$ cat src/core/sfr_pkg.sv
// Register map, reset values and shared types of the second-bank special registers.
// Assumes one 200 MHz clock; register indices are word indices on the bus (byte = 4 * index).
package sfr_pkg;

  // Register indices, also the decoded word index on the bus
  localparam logic [7:0] IDX_INDIRECT = 8'h80;
  localparam logic [7:0] IDX_OPTION = 8'h81;
  localparam logic [7:0] IDX_PC_LOW = 8'h82;
  localparam logic [7:0] IDX_STATUS = 8'h83;
  localparam logic [7:0] IDX_POINTER = 8'h84;
  localparam logic [7:0] IDX_PORT_A_DIR = 8'h85;
  localparam logic [7:0] IDX_PORT_B_DIR = 8'h86;
  localparam logic [7:0] IDX_PORT_C_DIR = 8'h87;
  localparam logic [7:0] IDX_PC_HOLD = 8'h8A;
  localparam logic [7:0] IDX_INT_CTRL = 8'h8B;
  localparam logic [7:0] IDX_PERIPH_IE = 8'h8C;
  localparam logic [7:0] IDX_RESET_CAUSE = 8'h8E;
  localparam logic [7:0] IDX_PERIOD = 8'h92;
  localparam logic [7:0] IDX_SLAVE_ADDR = 8'h93;
  localparam logic [7:0] IDX_SERIAL_STATE = 8'h94;
  localparam logic [7:0] IDX_ANALOG_CFG = 8'h9F;
  localparam logic [7:0] BANK1_BASE = 8'h80;

  // Widths
  localparam int PC_W = 13;
  localparam int PC_HOLD_W = 5;
  localparam int PORT_A_W = 6;
  localparam int SERIAL_STATE_W = 6;
  localparam int ANALOG_W = 3;
  localparam int CAUSE_W = 2;

  // Reset values
  localparam logic [7:0] RST_OPTION = 8'hFF;
  localparam logic [5:0] RST_PORT_A_DIR = 6'h3F;
  localparam logic [7:0] RST_PORT_DIR = 8'hFF;
  localparam logic [7:0] RST_PERIOD = 8'hFF;
  localparam logic [7:0] RST_ZERO8 = 8'h00;
  localparam logic [4:0] RST_PC_HOLD = 5'h00;
  localparam logic [2:0] RST_ANALOG = 3'h0;
  localparam logic [7:0] RST_STATUS_POR = 8'h18;
  localparam logic [12:0] RST_PC = 13'h0000;
  localparam logic [1:0] RST_CAUSE_POR = 2'h0;

  // Field positions and masks
  localparam int ST_TO = 4;
  localparam int ST_PD = 3;
  localparam logic [7:0] STATUS_RO_MASK = 8'h18;
  localparam logic [7:0] STATUS_CLR_MASK = 8'hE0;
  localparam logic [7:0] STATUS_KEEP_MASK = 8'h07;
  localparam logic [7:0] INT_CTRL_KEEP_MASK = 8'h01;
  localparam logic [7:0] PERIPH_IE_MASK = 8'h4F;
  localparam int CAUSE_BOR = 0;

  localparam logic [23:0] RD_ZERO_PAD = 24'h000000;
  localparam logic [31:0] RD_ZERO = 32'h00000000;
  localparam logic HRESP_OKAY = 1'b0;

  typedef struct packed {
    logic [7:0] option;
    logic [5:0] port_a_dir;
    logic [7:0] port_b_dir;
    logic [7:0] port_c_dir;
    logic [7:0] timer2_period;
    logic [7:0] slave_address;
    logic [2:0] analog_cfg;
    logic [7:0] int_control;
    logic [7:0] periph_ie;
    logic [7:0] status;
    logic [7:0] indirect_ptr;
    logic [4:0] pc_upper_hold;
  } cfg_t;

  typedef enum logic [1:0] {ST_IDLE, ST_WRITE, ST_READ_WAIT, ST_READ_OUT} bus_state_t;

endpackage

$ cat src/core/sfr_bank1.sv
// Second-bank special register map with an AHB-Lite slave port.
// Assumes RST is the power-on reset; brown-out and reset pin arrive asynchronously,
// the watchdog pulse and PC_INC come from logic on CLK_SYS.
`timescale 1ns/1ps
module sfr_bank1 (
  input wire logic CLK_SYS,
  input wire logic RST,
  input wire logic BROWN_OUT,
  input wire logic EXT_RESET_N,
  input wire logic WDT_TIMEOUT,
  input wire logic PC_INC,
  input wire logic [5:0] SERIAL_STATE,
  input wire logic HSEL,
  input wire logic [31:0] HADDR,
  input wire logic [1:0] HTRANS,
  input wire logic HWRITE,
  input wire logic [2:0] HSIZE,
  input wire logic [31:0] HWDATA,
  input wire logic HREADY,
  output logic HREADYOUT,
  output logic HRESP,
  output logic [31:0] HRDATA,
  output wire sfr_pkg::cfg_t CFG,
  output logic [12:0] PROGRAM_COUNTER
);

  // Pin synchronisers: bit 1 brown-out, bit 0 reset pin (made active high)
  logic [1:0] pin_s1_ff;
  logic [1:0] pin_s2_ff;

  always_ff @(posedge CLK_SYS) begin
    pin_s1_ff <= {BROWN_OUT, ~EXT_RESET_N};
    pin_s2_ff <= pin_s1_ff;
  end

  wire bor_lvl = pin_s2_ff[1];
  wire por_rst = RST | bor_lvl;
  // Only pin and watchdog count as non-power-up resets
  wire other_rst = ~por_rst & (pin_s2_ff[0] | WDT_TIMEOUT);
  wire wdt_evt = ~por_rst & WDT_TIMEOUT;
  wire any_rst = por_rst | other_rst;

  // Decode helpers
  function automatic logic is_mirror(input logic [7:0] ci);
    case (ci)
      sfr_pkg::IDX_INDIRECT, sfr_pkg::IDX_PC_LOW, sfr_pkg::IDX_STATUS,
      sfr_pkg::IDX_POINTER, sfr_pkg::IDX_PC_HOLD, sfr_pkg::IDX_INT_CTRL: is_mirror = 1'b1;
      default: is_mirror = 1'b0;
    endcase
  endfunction

  // The upper PC byte is deliberately absent from this list
  function automatic logic is_impl(input logic [7:0] ci);
    case (ci)
      sfr_pkg::IDX_INDIRECT, sfr_pkg::IDX_OPTION, sfr_pkg::IDX_PC_LOW, sfr_pkg::IDX_STATUS,
      sfr_pkg::IDX_POINTER, sfr_pkg::IDX_PORT_A_DIR, sfr_pkg::IDX_PORT_B_DIR,
      sfr_pkg::IDX_PORT_C_DIR, sfr_pkg::IDX_PC_HOLD, sfr_pkg::IDX_INT_CTRL,
      sfr_pkg::IDX_PERIPH_IE, sfr_pkg::IDX_RESET_CAUSE, sfr_pkg::IDX_PERIOD,
      sfr_pkg::IDX_SLAVE_ADDR,
      sfr_pkg::IDX_SERIAL_STATE, sfr_pkg::IDX_ANALOG_CFG: is_impl = 1'b1;
      default: is_impl = 1'b0;
    endcase
  endfunction

  // Returns {valid, bank-1 index}; bank-0 copies of core registers fold onto bank 1
  function automatic logic [8:0] canon(input logic [7:0] idx);
    logic [7:0] ci;
    ci = idx | sfr_pkg::BANK1_BASE;
    canon = {(idx[7] ? is_impl(idx) : is_mirror(ci)), ci};
  endfunction

  // Registers
  logic [7:0] status_ff;
  logic [7:0] nxt_status;
  logic [7:0] int_ctrl_ff;
  logic [7:0] nxt_int_ctrl;
  logic [12:0] pc_ff;
  logic [12:0] nxt_pc;
  logic [1:0] cause_ff;
  logic [1:0] nxt_cause;
  logic [7:0] ptr_q;
  logic [4:0] pc_hold_q;
  logic [7:0] rd_val;
  logic [31:0] hrdata_ff;
  logic [7:0] tgt_ff;
  logic tgt_ok_ff;
  sfr_pkg::bus_state_t st_ff;
  sfr_pkg::bus_state_t nxt_st;

  // Address phase
  wire addr_ok = HSEL & HREADY & HTRANS[1];
  wire [7:0] bus_idx = HADDR[9:2];
  wire in_range = (HADDR[31:10] == 22'h000000) & (HADDR[1:0] == 2'h0);
  wire [8:0] dir_c = canon(bus_idx);
  wire [8:0] ind_c = canon(ptr_q);
  wire use_ind = dir_c[7:0] == sfr_pkg::IDX_INDIRECT;
  // Indirect access through the pointer; pointing back at itself reaches nothing
  wire ind_ok = ind_c[8] & (ind_c[7:0] != sfr_pkg::IDX_INDIRECT);
  wire tgt_ok = in_range & dir_c[8] & (~use_ind | ind_ok);
  wire [7:0] tgt = use_ind ? ind_c[7:0] : dir_c[7:0];

  always_comb begin
    nxt_st = sfr_pkg::ST_IDLE;
    case (st_ff)
      sfr_pkg::ST_READ_WAIT: nxt_st = sfr_pkg::ST_READ_OUT;
      sfr_pkg::ST_IDLE, sfr_pkg::ST_WRITE, sfr_pkg::ST_READ_OUT: begin
        if (addr_ok) begin
          nxt_st = HWRITE ? sfr_pkg::ST_WRITE : sfr_pkg::ST_READ_WAIT;
        end
      end
      default: nxt_st = sfr_pkg::ST_IDLE;
    endcase
  end

  always_ff @(posedge CLK_SYS) begin
    if (RST) begin
      st_ff <= sfr_pkg::ST_IDLE;
      tgt_ff <= sfr_pkg::RST_ZERO8;
      tgt_ok_ff <= 1'b0;
    end else begin
      st_ff <= nxt_st;
      if (addr_ok) begin
        tgt_ff <= tgt;
        tgt_ok_ff <= tgt_ok;
      end
    end
  end

  // Reads take one wait state so read data always come from a flop
  assign HREADYOUT = st_ff != sfr_pkg::ST_READ_WAIT;
  assign HRESP = sfr_pkg::HRESP_OKAY;

  // Write commit in the data phase; a reset in the same cycle takes priority
  wire [7:0] wd = HWDATA[7:0];
  wire wr_commit = (st_ff == sfr_pkg::ST_WRITE) & tgt_ok_ff & ~any_rst;
  wire wr_option = wr_commit & (tgt_ff == sfr_pkg::IDX_OPTION);
  wire wr_pc_low = wr_commit & (tgt_ff == sfr_pkg::IDX_PC_LOW);
  wire wr_status = wr_commit & (tgt_ff == sfr_pkg::IDX_STATUS);
  wire wr_ptr = wr_commit & (tgt_ff == sfr_pkg::IDX_POINTER);
  wire wr_dir_a = wr_commit & (tgt_ff == sfr_pkg::IDX_PORT_A_DIR);
  wire wr_dir_b = wr_commit & (tgt_ff == sfr_pkg::IDX_PORT_B_DIR);
  wire wr_dir_c = wr_commit & (tgt_ff == sfr_pkg::IDX_PORT_C_DIR);
  wire wr_pc_hold = wr_commit & (tgt_ff == sfr_pkg::IDX_PC_HOLD);
  wire wr_int_ctrl = wr_commit & (tgt_ff == sfr_pkg::IDX_INT_CTRL);
  wire wr_periph_ie = wr_commit & (tgt_ff == sfr_pkg::IDX_PERIPH_IE);
  // Cause bits are software-set flags; any reset event wins over a write
  wire wr_cause = wr_commit & (tgt_ff == sfr_pkg::IDX_RESET_CAUSE);
  wire wr_period = wr_commit & (tgt_ff == sfr_pkg::IDX_PERIOD);
  wire wr_slave = wr_commit & (tgt_ff == sfr_pkg::IDX_SLAVE_ADDR);
  wire wr_analog = wr_commit & (tgt_ff == sfr_pkg::IDX_ANALOG_CFG);

  // Plain software registers; other resets force options, directions, period to ones
  sfr_field_reg #(.WIDTH(8), .RESET_VALUE(sfr_pkg::RST_OPTION), .KEEP_ON_OTHER(1'b0))
    u_option (.clk(CLK_SYS), .por_rst(por_rst), .other_rst(other_rst), .wr_en(wr_option),
              .wr_data(wd), .q(CFG.option));
  sfr_field_reg #(.WIDTH(sfr_pkg::PORT_A_W), .RESET_VALUE(sfr_pkg::RST_PORT_A_DIR),
                  .KEEP_ON_OTHER(1'b0))
    u_dir_a (.clk(CLK_SYS), .por_rst(por_rst), .other_rst(other_rst), .wr_en(wr_dir_a),
             .wr_data(wd[sfr_pkg::PORT_A_W-1:0]), .q(CFG.port_a_dir));
  sfr_field_reg #(.WIDTH(8), .RESET_VALUE(sfr_pkg::RST_PORT_DIR), .KEEP_ON_OTHER(1'b0))
    u_dir_b (.clk(CLK_SYS), .por_rst(por_rst), .other_rst(other_rst), .wr_en(wr_dir_b),
             .wr_data(wd), .q(CFG.port_b_dir));
  sfr_field_reg #(.WIDTH(8), .RESET_VALUE(sfr_pkg::RST_PORT_DIR), .KEEP_ON_OTHER(1'b0))
    u_dir_c (.clk(CLK_SYS), .por_rst(por_rst), .other_rst(other_rst), .wr_en(wr_dir_c),
             .wr_data(wd), .q(CFG.port_c_dir));
  sfr_field_reg #(.WIDTH(8), .RESET_VALUE(sfr_pkg::RST_PERIOD), .KEEP_ON_OTHER(1'b0))
    u_period (.clk(CLK_SYS), .por_rst(por_rst), .other_rst(other_rst), .wr_en(wr_period),
              .wr_data(wd), .q(CFG.timer2_period));
  sfr_field_reg #(.WIDTH(8), .RESET_VALUE(sfr_pkg::RST_ZERO8), .KEEP_ON_OTHER(1'b0))
    u_slave (.clk(CLK_SYS), .por_rst(por_rst), .other_rst(other_rst), .wr_en(wr_slave),
             .wr_data(wd), .q(CFG.slave_address));
  // Unimplemented enable bits are dropped on write so they read back zero
  sfr_field_reg #(.WIDTH(8), .RESET_VALUE(sfr_pkg::RST_ZERO8), .KEEP_ON_OTHER(1'b0))
    u_periph_ie (.clk(CLK_SYS), .por_rst(por_rst), .other_rst(other_rst), .wr_en(wr_periph_ie),
                 .wr_data(wd & sfr_pkg::PERIPH_IE_MASK), .q(CFG.periph_ie));
  sfr_field_reg #(.WIDTH(sfr_pkg::ANALOG_W), .RESET_VALUE(sfr_pkg::RST_ANALOG),
                  .KEEP_ON_OTHER(1'b0))
    u_analog (.clk(CLK_SYS), .por_rst(por_rst), .other_rst(other_rst), .wr_en(wr_analog),
              .wr_data(wd[sfr_pkg::ANALOG_W-1:0]), .q(CFG.analog_cfg));
  // The holding register only buffers; the counter moves on a low-byte write
  sfr_field_reg #(.WIDTH(sfr_pkg::PC_HOLD_W), .RESET_VALUE(sfr_pkg::RST_PC_HOLD),
                  .KEEP_ON_OTHER(1'b0))
    u_pc_hold (.clk(CLK_SYS), .por_rst(por_rst), .other_rst(other_rst), .wr_en(wr_pc_hold),
               .wr_data(wd[sfr_pkg::PC_HOLD_W-1:0]), .q(pc_hold_q));
  // Pointer survives non-power-up resets
  sfr_field_reg #(.WIDTH(8), .RESET_VALUE(sfr_pkg::RST_ZERO8), .KEEP_ON_OTHER(1'b1))
    u_ptr (.clk(CLK_SYS), .por_rst(por_rst), .other_rst(other_rst), .wr_en(wr_ptr),
           .wr_data(wd), .q(ptr_q));

  // Status: TO/PD are hardware-owned; watchdog clears TO, pin reset leaves both
  wire nxt_to = wdt_evt ? 1'b0 : status_ff[sfr_pkg::ST_TO];
  wire nxt_pd = wdt_evt ? 1'b1 : status_ff[sfr_pkg::ST_PD];
  wire [7:0] status_other = (status_ff & sfr_pkg::STATUS_KEEP_MASK)
                          | {3'h0, nxt_to, nxt_pd, 3'h0};
  wire [7:0] status_wr = (wd & ~sfr_pkg::STATUS_RO_MASK)
                       | (status_ff & sfr_pkg::STATUS_RO_MASK);

  assign nxt_status = por_rst ? sfr_pkg::RST_STATUS_POR
                    : other_rst ? status_other
                    : wr_status ? status_wr : status_ff;
  // Interrupt control: bit 0 survives other resets
  assign nxt_int_ctrl = por_rst ? sfr_pkg::RST_ZERO8
                      : other_rst ? (int_ctrl_ff & sfr_pkg::INT_CTRL_KEEP_MASK)
                      : wr_int_ctrl ? wd : int_ctrl_ff;
  // A write to the low byte loads the whole counter: upper bits from the holding register, low byte from the written data
  assign nxt_pc = any_rst ? sfr_pkg::RST_PC
                : wr_pc_low ? {pc_hold_q, wd}
                : PC_INC ? pc_ff + 13'h0001 : pc_ff;
  // Power-on clears both cause bits; brown-out alone clears only its own
  assign nxt_cause = RST ? sfr_pkg::RST_CAUSE_POR
                   : bor_lvl ? {cause_ff[1], 1'b0}
                   : wr_cause ? wd[sfr_pkg::CAUSE_W-1:0] : cause_ff;

  always_ff @(posedge CLK_SYS) begin
    status_ff <= nxt_status;
    int_ctrl_ff <= nxt_int_ctrl;
    pc_ff <= nxt_pc;
    cause_ff <= nxt_cause;
  end

  assign CFG.int_control = int_ctrl_ff;
  assign CFG.status = status_ff;
  assign CFG.indirect_ptr = ptr_q;
  assign CFG.pc_upper_hold = pc_hold_q;
  assign PROGRAM_COUNTER = pc_ff;

  // Read mux; unlisted indices and unused bits give zero
  always_comb begin
    rd_val = sfr_pkg::RST_ZERO8;
    case (tgt_ff)
      sfr_pkg::IDX_OPTION: rd_val = CFG.option;
      sfr_pkg::IDX_PC_LOW: rd_val = pc_ff[7:0];
      sfr_pkg::IDX_STATUS: rd_val = status_ff;
      sfr_pkg::IDX_POINTER: rd_val = ptr_q;
      sfr_pkg::IDX_PORT_A_DIR: rd_val = {2'h0, CFG.port_a_dir};
      sfr_pkg::IDX_PORT_B_DIR: rd_val = CFG.port_b_dir;
      sfr_pkg::IDX_PORT_C_DIR: rd_val = CFG.port_c_dir;
      sfr_pkg::IDX_PC_HOLD: rd_val = {3'h0, pc_hold_q};
      sfr_pkg::IDX_INT_CTRL: rd_val = int_ctrl_ff;
      sfr_pkg::IDX_PERIPH_IE: rd_val = CFG.periph_ie;
      sfr_pkg::IDX_RESET_CAUSE: rd_val = {6'h00, cause_ff};
      sfr_pkg::IDX_PERIOD: rd_val = CFG.timer2_period;
      sfr_pkg::IDX_SLAVE_ADDR: rd_val = CFG.slave_address;
      sfr_pkg::IDX_SERIAL_STATE: rd_val = {2'h0, SERIAL_STATE};
      sfr_pkg::IDX_ANALOG_CFG: rd_val = {5'h00, CFG.analog_cfg};
      default: rd_val = sfr_pkg::RST_ZERO8;
    endcase
  end

  always_ff @(posedge CLK_SYS) begin
    if (RST) begin
      hrdata_ff <= sfr_pkg::RD_ZERO;
    end else if (st_ff == sfr_pkg::ST_READ_WAIT) begin
      hrdata_ff <= tgt_ok_ff ? {sfr_pkg::RD_ZERO_PAD, rd_val} : sfr_pkg::RD_ZERO;
    end
  end

  assign HRDATA = hrdata_ff;
endmodule // sfr_bank1

$ cat src/core/sfr_field_reg.sv
// One software register with power-up and other-reset values.
// Assumes resets and write strobe come from the same clock domain.
`timescale 1ns/1ps
module sfr_field_reg #(
  parameter int WIDTH = 8,
  parameter logic [WIDTH-1:0] RESET_VALUE = '0,
  parameter bit KEEP_ON_OTHER = 1'b0
) (
  input wire logic clk,
  input wire logic por_rst,
  input wire logic other_rst,
  input wire logic wr_en,
  input wire logic [WIDTH-1:0] wr_data,
  output logic [WIDTH-1:0] q
);
  logic [WIDTH-1:0] q_ff;
  logic [WIDTH-1:0] nxt_q;
  wire load_reset = por_rst | (other_rst & ~KEEP_ON_OTHER);

  assign nxt_q = load_reset ? RESET_VALUE : (wr_en ? wr_data : q_ff);
  assign q = q_ff;

  always_ff @(posedge clk) begin
    q_ff <= nxt_q;
  end
endmodule // sfr_field_reg

$ cat config.mk
export PLATFORM = sky130hd
export DESIGN_NAME = sfr_bank1
export DESIGN_NICKNAME = d
export VERILOG_FILES = /design/src/core/sfr_pkg.sv /design/src/core/sfr_bank1.sv /design/src/core/sfr_field_reg.sv
export SDC_FILE = /design/constraint.sdc
export NUM_CORES = 1
export LEC_CHECK = 0
export BUFFER_PORTS_ARGS = -buffer_cell sky130_fd_sc_hd__buf_2
export CAP_MARGIN = 20
export CORE_MARGIN = 10
export CORE_UTILIZATION = 45
export CTS_BUF_LIST = sky130_fd_sc_hd__clkbuf_8
export DETAILED_ROUTE_END_ITERATION = 6
export PLACE_DENSITY = 0.81
export SLEW_MARGIN = 10
export SYNTH_ARGS = -nofsm -noshare
export SYNTH_HDL_FRONTEND = slang
export SYNTH_SLANG_ARGS = --single-unit
$ cat constraint.sdc
create_clock -name CLK_SYS -period 2.7 [get_ports CLK_SYS]
set_input_delay 0.405 -clock CLK_SYS [delete_from_list [all_inputs] [get_ports CLK_SYS]]
set_output_delay 0.405 -clock CLK_SYS [all_outputs]
set_load 0.01 [all_outputs]
==> results of run 1 <==
## area by class of cell
class                           instances  area [sq um]  share of cell area (%)
Tap cell                              176           220                    2.99
Sequential cell                       121          2420                    32.9
Multi-Input combinational cell        584          3320                    45.1
Clock inverter                         11           155                    2.11
Timing Repair Buffer                  181           958                    13.0
Clock buffer                           19           262                    3.55
Inverter                                7          26.3                   0.357
## power breakdown
| part | internal (mW) | switching [mW] |
|---|---|---|
| clock network | 1.03 | 0.706 |
| registers | 1.80 | 0.0237 |
| logic | 0.0912 | 0.183 |
| total | 2.92 | 0.913 |
## path summary, 6_finish.rpt
| path | to | slack, ns | cells past startpoint |
|---|---|---|---|
| worst min-delay path | pin_s1_ff[1]$_DFF_P_ | 0.06 | 1 |
| worst min register to register | pin_s2_ff[1]$_DFF_P_ | 0.33 | 0 |
| worst max register to register | u_dir_a.q[3]$_SDFFE_PP1P_ | 0.26 | 5 |
| worst max-delay path | u_dir_a.q[3]$_SDFFE_PP1P_ | 0.26 | 5 |
## cell families after synthesis
| family | Yosys count |
|---|---|
| DFF | 121 |
| muxes | 40 |
| xor gates and xnor gates | 13 |
| adders and majority gates | 1 |
| other | 1 |
| buffers and inverters | 92 |
| AOI/OAI and AO/OA | 173 |
| and+or+nand+nor | 329 |
## worst max-delay path: stages, from the launching register on
cell and delay [ns]:
dfxtp_1 0.41, or4b_1 0.81, nor2_2 0.31, nand4_1 0.47
nor2_1 0.25, a21oi_1 0.05
## metal layers
layer,wire length [um],global-route usage [%],share of wire (%)
met1,8470,26.2,39
met2,10300,37.2,47
met3,2640,8.39,12
met4,430,6.39,2.0
met5,0,0,0
## cell usage in the layout (no fill, tap or decap), drive strengths merged, types with 6 or more instances in the layout
| master | synthesis | routed |
|---|---|---|
| nor4 | 10 | 10 |
| conb | 1 | 28 |
| a21oi | 58 | 58 |
| a211oi | 22 | 22 |
| a221oi | 8 | 8 |
| nand2b | 7 | 7 |
| nor3 | 17 | 17 |
| mux2i | 31 | 31 |
| xor2 | 9 | 9 |
| inv | 7 | 9 |
| and3 | 8 | 8 |
| nor3b | 6 | 6 |
| nor2b | 8 | 8 |
| nand2 | 95 | 95 |
| nand4 | 11 | 11 |
| nand3 | 24 | 24 |
| buf | 46 | 181 |
| dfxtp | 121 | 121 |
| o21ai | 39 | 39 |
| clkbuf | 39 | 19 |
| mux2 | 9 | 9 |
| nor2 | 124 | 124 |
| o22ai | 8 | 8 |
## stage by stage
step,power [mW],utilization [%]
global placement,2.12,52.2
finish,3.83,55.4
floorplan,2.04,-
detailed placement,2.12,52.2
CTS,3.83,55.4
global route,3.93,55.4
## Yosys cell counts, drive strengths merged (2+ instances only)
cell / number
a211oi: 22
a21oi: 58
a221oi: 8
a22oi: 5
a2bb2oi: 2
a31oi: 3
a32oi: 3
and3: 8
and4: 2
buf: 46
clkbuf: 39
dfxtp: 121
inv: 7
mux2: 9
mux2i: 31
nand2: 95
nand2b: 7
nand3: 24
nand3b: 3
nand4: 11
nor2: 124
nor2b: 8
nor3: 17
nor3b: 6
nor4: 10
nor4b: 2
o211ai: 4
o21a: 2
o21ai: 39
o221ai: 2
o22ai: 8
o2bb2ai: 2
o31ai: 3
or3: 4
xnor2: 4
xor2: 9
## flip-flops by register name (all words and copies together), names as in the netlist
| register | count |
|---|---|
| PROGRAM_COUNTER | 13 |
| HRDATA | 8 |
| int_ctrl_ff | 8 |
| status_ff | 8 |
| tgt_ff | 8 |
| u_dir_b.q | 8 |
| u_dir_c.q | 8 |
| u_option.q | 8 |
| u_period.q | 8 |
| u_ptr.q | 8 |
| u_slave.q | 8 |
| u_dir_a.q | 6 |
| u_pc_hold.q | 5 |
| u_periph_ie.q | 5 |
| u_analog.q | 3 |
| cause_ff | 2 |
| pin_s1_ff | 2 |
| pin_s2_ff | 2 |
| st_ff | 2 |
| tgt_ok_ff | 1 |
==> results.json, run 1 <==
{
  "nets": 997,
  "worstMarginPinSlew_ns": 0.655,
  "period_minus_slack_ns": 2.44,
  "grt_max_degree": 31,
  "status": "complete, no violations",
  "synth_top_family_by_area": "simple AND/OR/NAND/NOR gates",
  "grt_pass1_wl_um": 32400,
  "stdcell_area_sq_mm": 0.00736,
  "initial_core_util_pct": 46.0,
  "synth_edf_count": 0,
  "synth-adder-area-share_pct": 0.204,
  "place_ws_ns": 0.329,
  "hold_violations": 0,
  "slew-limit-headroom_pct": 56.3,
  "ir_drop_mv": 0.312,
  "hold_buffers": 0,
  "power_density_mw_per_mm2": 520,
  "clk_pin_slew_worst_paths_ns": 0.07,
  "fp.dieW_um": 137,
  "critPathLaunchType": "register",
  "syn-cell-area_sq_mm": 0.00612,
  "post-cts-setup-buffer-count": 0,
  "drt_wl_total_um": 21900,
  "async_reset_ff_share_pct": 0,
  "antenna_found_initial": 0,
  "startpoint": "tgt_ff[4]$_SDFFE_PP0P_",
  "place_congestion": 0.998,
  "synthMuxAreaShare_pct": 6.73,
  "synth_seq_cells": 121,
  "ant_nets": 0,
  "avgSynthCellArea_sq_um": 7.95,
  "yosysSeqAreaShare_pct": 39.6,
  "drive_gt1_share_pct": 25.4,
  "syn_inst": 770,
  "synth_top_area_cell": "dfxtp_1",
  "hold_class": "input pin to register",
  "wl_per_cell_um": 19.9,
  "cts_max_level": 4,
  "slew_violations": 0,
  "synth_top_area_share_pct": 39.6,
  "hp-start": "BROWN_OUT",
  "dieArea_sq_mm": 0.0187,
  "synth-main-ff-cell": "dfxtp_1",
  "grt_pass1_vias": 5788,
  "first_pass_iters": 5,
  "drt_iter0_drc": 556,
  "whs_ns": 0.0598,
  "cts-root-buf": "clkbuf_8",
  "cts_tree": "yes",
  "cts.path.max_buffers": 2,
  "routed_via_density": 5.68,
  "drc_errors": 0,
  "power_leakage_nw": 2.85,
  "grt_use_total_pct": 22.4,
  "ys.warnings.count": 0,
  "fin_crit_sh_pct": 90.4,
  "coreArea_sq_mm": 0.0133,
  "yosysUniqueCellTypes": 72,
  "dp.final_hpwl_um": 16400,
  "worstPathRequired_ns": 3.01,
  "die_y_um": 137,
  "synth-simple-area-share_pct": 26.0,
  "dpl-instance-area_sq_mm": 0.00694,
  "finalSetupViolations": 0,
  "synthTopCellsByArea": "dfxtp_1 (40%), nor2_1 (7.5%), nand2_1 (5.7%)",
  "fill_cells": 1265,
  "overflow": 0,
  "ctsResizeCount": 0,
  "vias": 6238,
  "rsz0062_at_grt": "false",
  "cts.sink_count": 121,
  "dp.cells": 1069,
  "io_buffer_count": 160,
  "path_max_fanout": 12,
  "drv_cap": 0,
  "clkLatencyLatePin_ns": 0.45,
  "r2r-start": "tgt_ff[4]$_SDFFE_PP0P_",
  "clock_skew_ns": 0.0104,
  "ioPinCount": 217,
  "synthXorXnorAreaFrac_pct": 1.86,
  "fin_ws_ns": 0.260,
  "num_rows": 42,
  "synth_compound_area_share_pct": 17.7,
  "worst_ep_arrival_time_ns": 2.75,
  "endpoint_kind": "register",
  "instances_no_fill": 1099,
  "insertedDiodeCount": 0,
  "numCtsBuffers": 17,
  "area_growth_pct": 20.3,
  "worstSetupPathType": "register to register",
  "clock.fmax_mhz": 410,
  "fin_tns_setup_ns": 0
}
No activity file was read; power rests on OpenSTA's default activity.
==> run 2, diff against run 1 <==
CORE_ASPECT_RATIO = 1.75   (was not set)
==> run 2 against run 1 <==
  * Worst setup slack better by 0.12 ns
  * Cell area increased by 0.34%
  * Critical path depth is the same
  * Die area is 0.98% higher
  * Power grew 0.43%
  * Worst hold slack gained 0.0085 ns
  * Combinational power about the same
  * Sequential share of layout area is 0.11 points lower
  * Cell count grew 0.18%
  * Critical endpoint is now u_dir_c.q[4]$_SDFFE_PP1P_
  * Largest cell class unchanged
==> results.json, run 2 (synthesis gave the netlist of run 1 again) <==
{
  "status": "complete, no violations",
  "hold_violations": 0,
  "most-common-layout-cells": "buf_2 (160), nor2_1 (122), dfxtp_1 (121)",
  "area_growth_pct": 20.7,
  "overflow": 0,
  "clkLatencyLatePin_ns": 0.46,
  "drc_errors": 0,
  "hold_buffers": 0,
  "power_density_mw_per_mm2": 521,
  "fp.dieW_um": 108,
  "worstPathRequired_ns": 3.02,
  "cts.path.max_buffers": 2,
  "slew-limit-headroom_pct": 52.2,
  "cts.sink_count": 121,
  "io_buffer_count": 160,
  "antenna_found_initial": 0,
  "multi_input_area_sq_mm": 0.00332,
  "fin_crit_sh_pct": 85.9,
  "worstSetupPathType": "register to register",
  "ioPinCount": 217,
  "clk_pin_slew_worst_paths_ns": 0.08,
  "numCtsBuffers": 17,
  "gr-usage-met1_pct": 22.9,
  "routed_via_density": 5.74,
  "coreArea_sq_mm": 0.0134,
  "initial_core_util_pct": 45.7,
  "clock_skew_ns": 0.0149,
  "first_pass_iters": 5,
  "fill_cells": 1274,
  "cts_tree": "yes",
  "slew_violations": 0,
  "hp-start": "BROWN_OUT",
  "path_max_fanout": 20,
  "worst_ep_arrival_time_ns": 2.64,
  "use_met3_pct": 7.67,
  "clock.fmax_mhz": 431,
  "dp.final_hpwl_um": 17200,
  "drt_iter0_drc": 521,
  "hold_class": "input pin to register",
  "power_leakage_nw": 2.86,
  "r2r-start": "tgt_ff[2]$_SDFFE_PP0P_",
  "num_rows": 56,
  "critPathLaunchType": "register",
  "drv_cap": 0,
  "dieArea_sq_mm": 0.0188,
  "wl_per_cell_um": 20.5,
  "finalSetupViolations": 0,
  "top_usage_layer": "met2",
  "grt_use_total_pct": 23.3,
  "rsz0062_at_grt": "false",
  "cts_max_level": 4,
  "layout.area.seq_sq_mm": 0.00242,
  "die_y_um": 174,
  "endpoint_kind": "register",
  "grt_max_degree": 51,
  "drive_gt1_share_pct": 25.9,
  "ant_nets": 0,
  "insertedDiodeCount": 0,
  "mostFrequentLayoutCell": "buf_2",
  "largest_reg_flops": 13,
  "post-cts-setup-buffer-count": 0,
  "grt_pass1_wl_um": 34400,
  "drt_wl_total_um": 22500,
  "worstMarginPinSlew_ns": 0.716,
  "period_minus_slack_ns": 2.32,
  "vias": 6320,
  "grt_pass1_vias": 6236,
  "met2_usage_pct": 39.2,
  "fin_tns_setup_ns": 0,
  "place_congestion": 1.01,
  "ir_drop_mv": 0.311,
  "cts-root-buf": "clkbuf_8",
  "ctsResizeCount": 0,
  "fin_total_pwr_mw": 3.85,
  "nets": 999,
  "startpoint": "tgt_ff[2]$_SDFFE_PP0P_"
}
## run 2: critical path, stage by stage (launching register included)
cell     delay, ns
dfxtp_1       0.79
nor2b_1       0.28
nand2_2       0.17
or3_1         0.68
nor2_1        0.20
a21oi_1       0.06
## run 2: stage by stage
stage	cells	hold slack, ns	setup WS, ns	area (sq um)	util, %
floorplan	797	0.310	0.806	6220	-
global placement	1069	0.311	0.481	6960	52.0
detailed placement	1069	0.323	0.435	6960	52.0
CTS	1101	0.0634	0.408	7390	55.2
global route	1101	0.0530	0.243	7390	55.2
finish	1101	0.0683	0.381	7390	55.2
## run 2: layer usage
metal,up-vias,routed length [um]
met4,0,1760
met2,378,10900
met3,115,2090
met1,2878,7820
met5,-,0
li1,2949,-
## run 2: worst paths after layout
path | to | slack (ns) | cells after the start
max | u_dir_c.q[4]$_SDFFE_PP1P_ | 0.38 | 5
min | pin_s1_ff[1]$_DFF_P_ | 0.07 | 1
max reg2reg | u_dir_c.q[4]$_SDFFE_PP1P_ | 0.38 | 5
min reg2reg | pin_s2_ff[0]$_DFF_P_ | 0.35 | 0
## run 2: where the power goes
| part | switching [mW] | total (mW) | internal, mW |
|---|---|---|---|
| Combinational | 0.185 | 0.277 | 0.0925 |
| Clock | 0.787 | 1.76 | 0.968 |
| Sequential | 0.0197 | 1.81 | 1.79 |
| Total | 0.991 | 3.85 | 2.86 |
## run 2: final cells by class
cell class / count / share of cell area [%]
Multi-Input combinational cell: 584 / 44.9
Timing Repair Buffer: 183 / 13.2
Inverter: 7 / 0.356
Tap cell: 174 / 2.95
Clock inverter: 13 / 2.27
Clock buffer: 19 / 3.54
Sequential cell: 121 / 32.8
==> run 3, diff against run 2 <==
CTS_BUF_LIST = sky130_fd_sc_hd__clkbuf_4 sky130_fd_sc_hd__clkbuf_8   (was sky130_fd_sc_hd__clkbuf_8)
RECOVER_POWER = 50   (was not set)
==> run 3 against run 2 <==
  * Combinational power hardly changed
  * Sequential cell count stayed put
  * Sequential power hardly changed
  * Critical endpoint is now HRDATA[3]$_SDFFE_PP0N_
==> results.json, run 3 (synthesis gave the netlist of run 1 again) <==
{
  "initial_core_util_pct": 45.7,
  "cpMaxStageDelayCell": "dfxtp_1",
  "critPathLaunchType": "register",
  "worstSetupPathType": "register to register",
  "dp.final_hpwl_um": 17200,
  "fill_cells": 1327,
  "most-common-layout-cells": "nor2_1 (122), dfxtp_1 (121), clkbuf_1 (99)",
  "vias": 6381,
  "ant_nets": 0,
  "cts.sink_count": 121,
  "ioPinCount": 217,
  "cts_tree": "yes",
  "min_path_cells": 1,
  "grt_max_degree": 51,
  "clock.fmax_mhz": 428,
  "slew_violations": 0,
  "overflow": 0,
  "drv_cap": 0,
  "clock_skew_ns": 0.0139,
  "instances_no_fill": 1101,
  "grt_use_total_pct": 23.3,
  "worst_ep_arrival_time_ns": 2.69,
  "power_frac_seq_pct": 47.2,
  "nets": 999,
  "multi_input_area_sq_mm": 0.00332,
  "largest_reg_flops": 13,
  "endpoint_kind": "register",
  "power_density_mw_per_mm2": 529,
  "fin_tns_setup_ns": 0,
  "crit_path_max_incr_delay_ns": 0.80,
  "hold_class": "input pin to register",
  "post-cts-setup-buffer-count": 0,
  "worstPathRequired_ns": 3.05,
  "whs_ns": 0.0752,
  "rsz0062_at_grt": "false",
  "switching_share_pct": 25.7,
  "slew-limit-headroom_pct": 46.5,
  "dp.cells": 1069,
  "path_max_fanout": 20,
  "dieArea_sq_mm": 0.0188,
  "ctsResizeCount": 0,
  "antenna_found_initial": 0,
  "drc_errors": 0,
  "clkLatencyLatePin_ns": 0.46,
  "mostFrequentLayoutCell": "nor2_1",
  "coreArea_sq_mm": 0.0134,
  "insertedDiodeCount": 0,
  "cp_cell_sequence": "and4_1 -> o21ai_0 -> a2111o_1 -> a21boi_0 -> a311oi_1",
  "power_leakage_nw": 2.56,
  "r2r_cells": 5,
  "io_buffer_count": 160,
  "fin_crit_sh_pct": 86.6,
  "first_pass_iters": 5,
  "status": "complete, no violations",
  "routed_via_density": 5.80,
  "wl_per_cell_um": 20.4,
  "drt_wl_total_um": 22500,
  "place_congestion": 1.01,
  "hold_violations": 0,
  "ir_drop_mv": 0.314,
  "p_comb_share_pct": 7.2,
  "layout.area.seq_sq_mm": 0.00242,
  "cts.path.max_buffers": 2,
  "period_minus_slack_ns": 2.34,
  "drt_iter0_drc": 445,
  "cts-root-buf": "clkbuf_8",
  "switchingPower_mw": 0.989,
  "cts_max_level": 4,
  "grt_pass1_wl_um": 34400,
  "finalSetupViolations": 0,
  "drive_gt1_share_pct": 15.2,
  "clk_pin_slew_worst_paths_ns": 0.08,
  "area_growth_pct": 18.6,
  "fp.dieW_um": 108,
  "hold_buffers": 0,
  "numCtsBuffers": 17,
  "num_rows": 56,
  "intPower_mw": 2.85,
  "clkPwrFrac_pct": 45.6,
  "worstMarginPinSlew_ns": 0.803,
  "die_y_um": 174,
  "grt_pass1_vias": 6236
}
==> run 3: cell count changes in the layout (fill, tap and decap cells not counted) <==
cell      before  now
clkbuf_1       0   99
buf_4         23   22
buf_2        160   62
==> run 3: layout make-up <==
class | instances | share of cell area (%)
clock buffers | 19 | 3.60
clock inverters | 13 | 2.31
inverters | 7 | 0.362
multi-input cells | 584 | 45.7
flip-flops and latches | 121 | 33.4
well taps | 174 | 3.00
repair buffers | 183 | 11.7
==> run 3: path summary, 6_finish.rpt <==
path                     startpoint                     end  slack (ns)
max          tgt_ff[2]$_SDFFE_PP0P_  HRDATA[3]$_SDFFE_PP0N_        0.36
min                       BROWN_OUT    pin_s1_ff[1]$_DFF_P_        0.08
max reg2reg  tgt_ff[2]$_SDFFE_PP0P_  HRDATA[3]$_SDFFE_PP0N_        0.36
min reg2reg    pin_s1_ff[1]$_DFF_P_    pin_s2_ff[1]$_DFF_P_        0.35
==> run 3: layer usage <==
metal	track usage (%)	wire length [um]	vias up
li1	-	-	2954
met1	22.9	7660	2901
met2	39.2	10800	412
met5	0	0	-
met3	7.67	2230	114
met4	17.5	1770	0
==> run 3: metrics by stage <==
stage                     total power [mW]  util (%)  setup WS (ns)  area (sq um)
after floorplan                       2.04         -          0.806          6220
after global placement                2.12      52.0          0.481          6960
after detailed placement              2.12      52.0          0.435          6960
after CTS                             3.84      55.2          0.408          7390
after global routing                  3.94      54.2          0.243          7260
final                                 3.84      54.2          0.362          7260
==> run 3: critical path: cells and delay by family, from the launching register on <==
family,cells,cell delay [ns]
AOI/OAI and AO/OA,4,1.14
DFF,1,0.80
and+or+nand+nor,1,0.29
==> run 3: power groups by stage <==
stage	registers (mW)	clock network, mW	logic [mW]
final	1.81	1.75	0.276
after global routing	1.82	1.83	0.294
after CTS	1.81	1.76	0.268
after detailed placement	1.86	0	0.267
after global placement	1.85	0	0.264
after floorplan	1.84	0	0.194
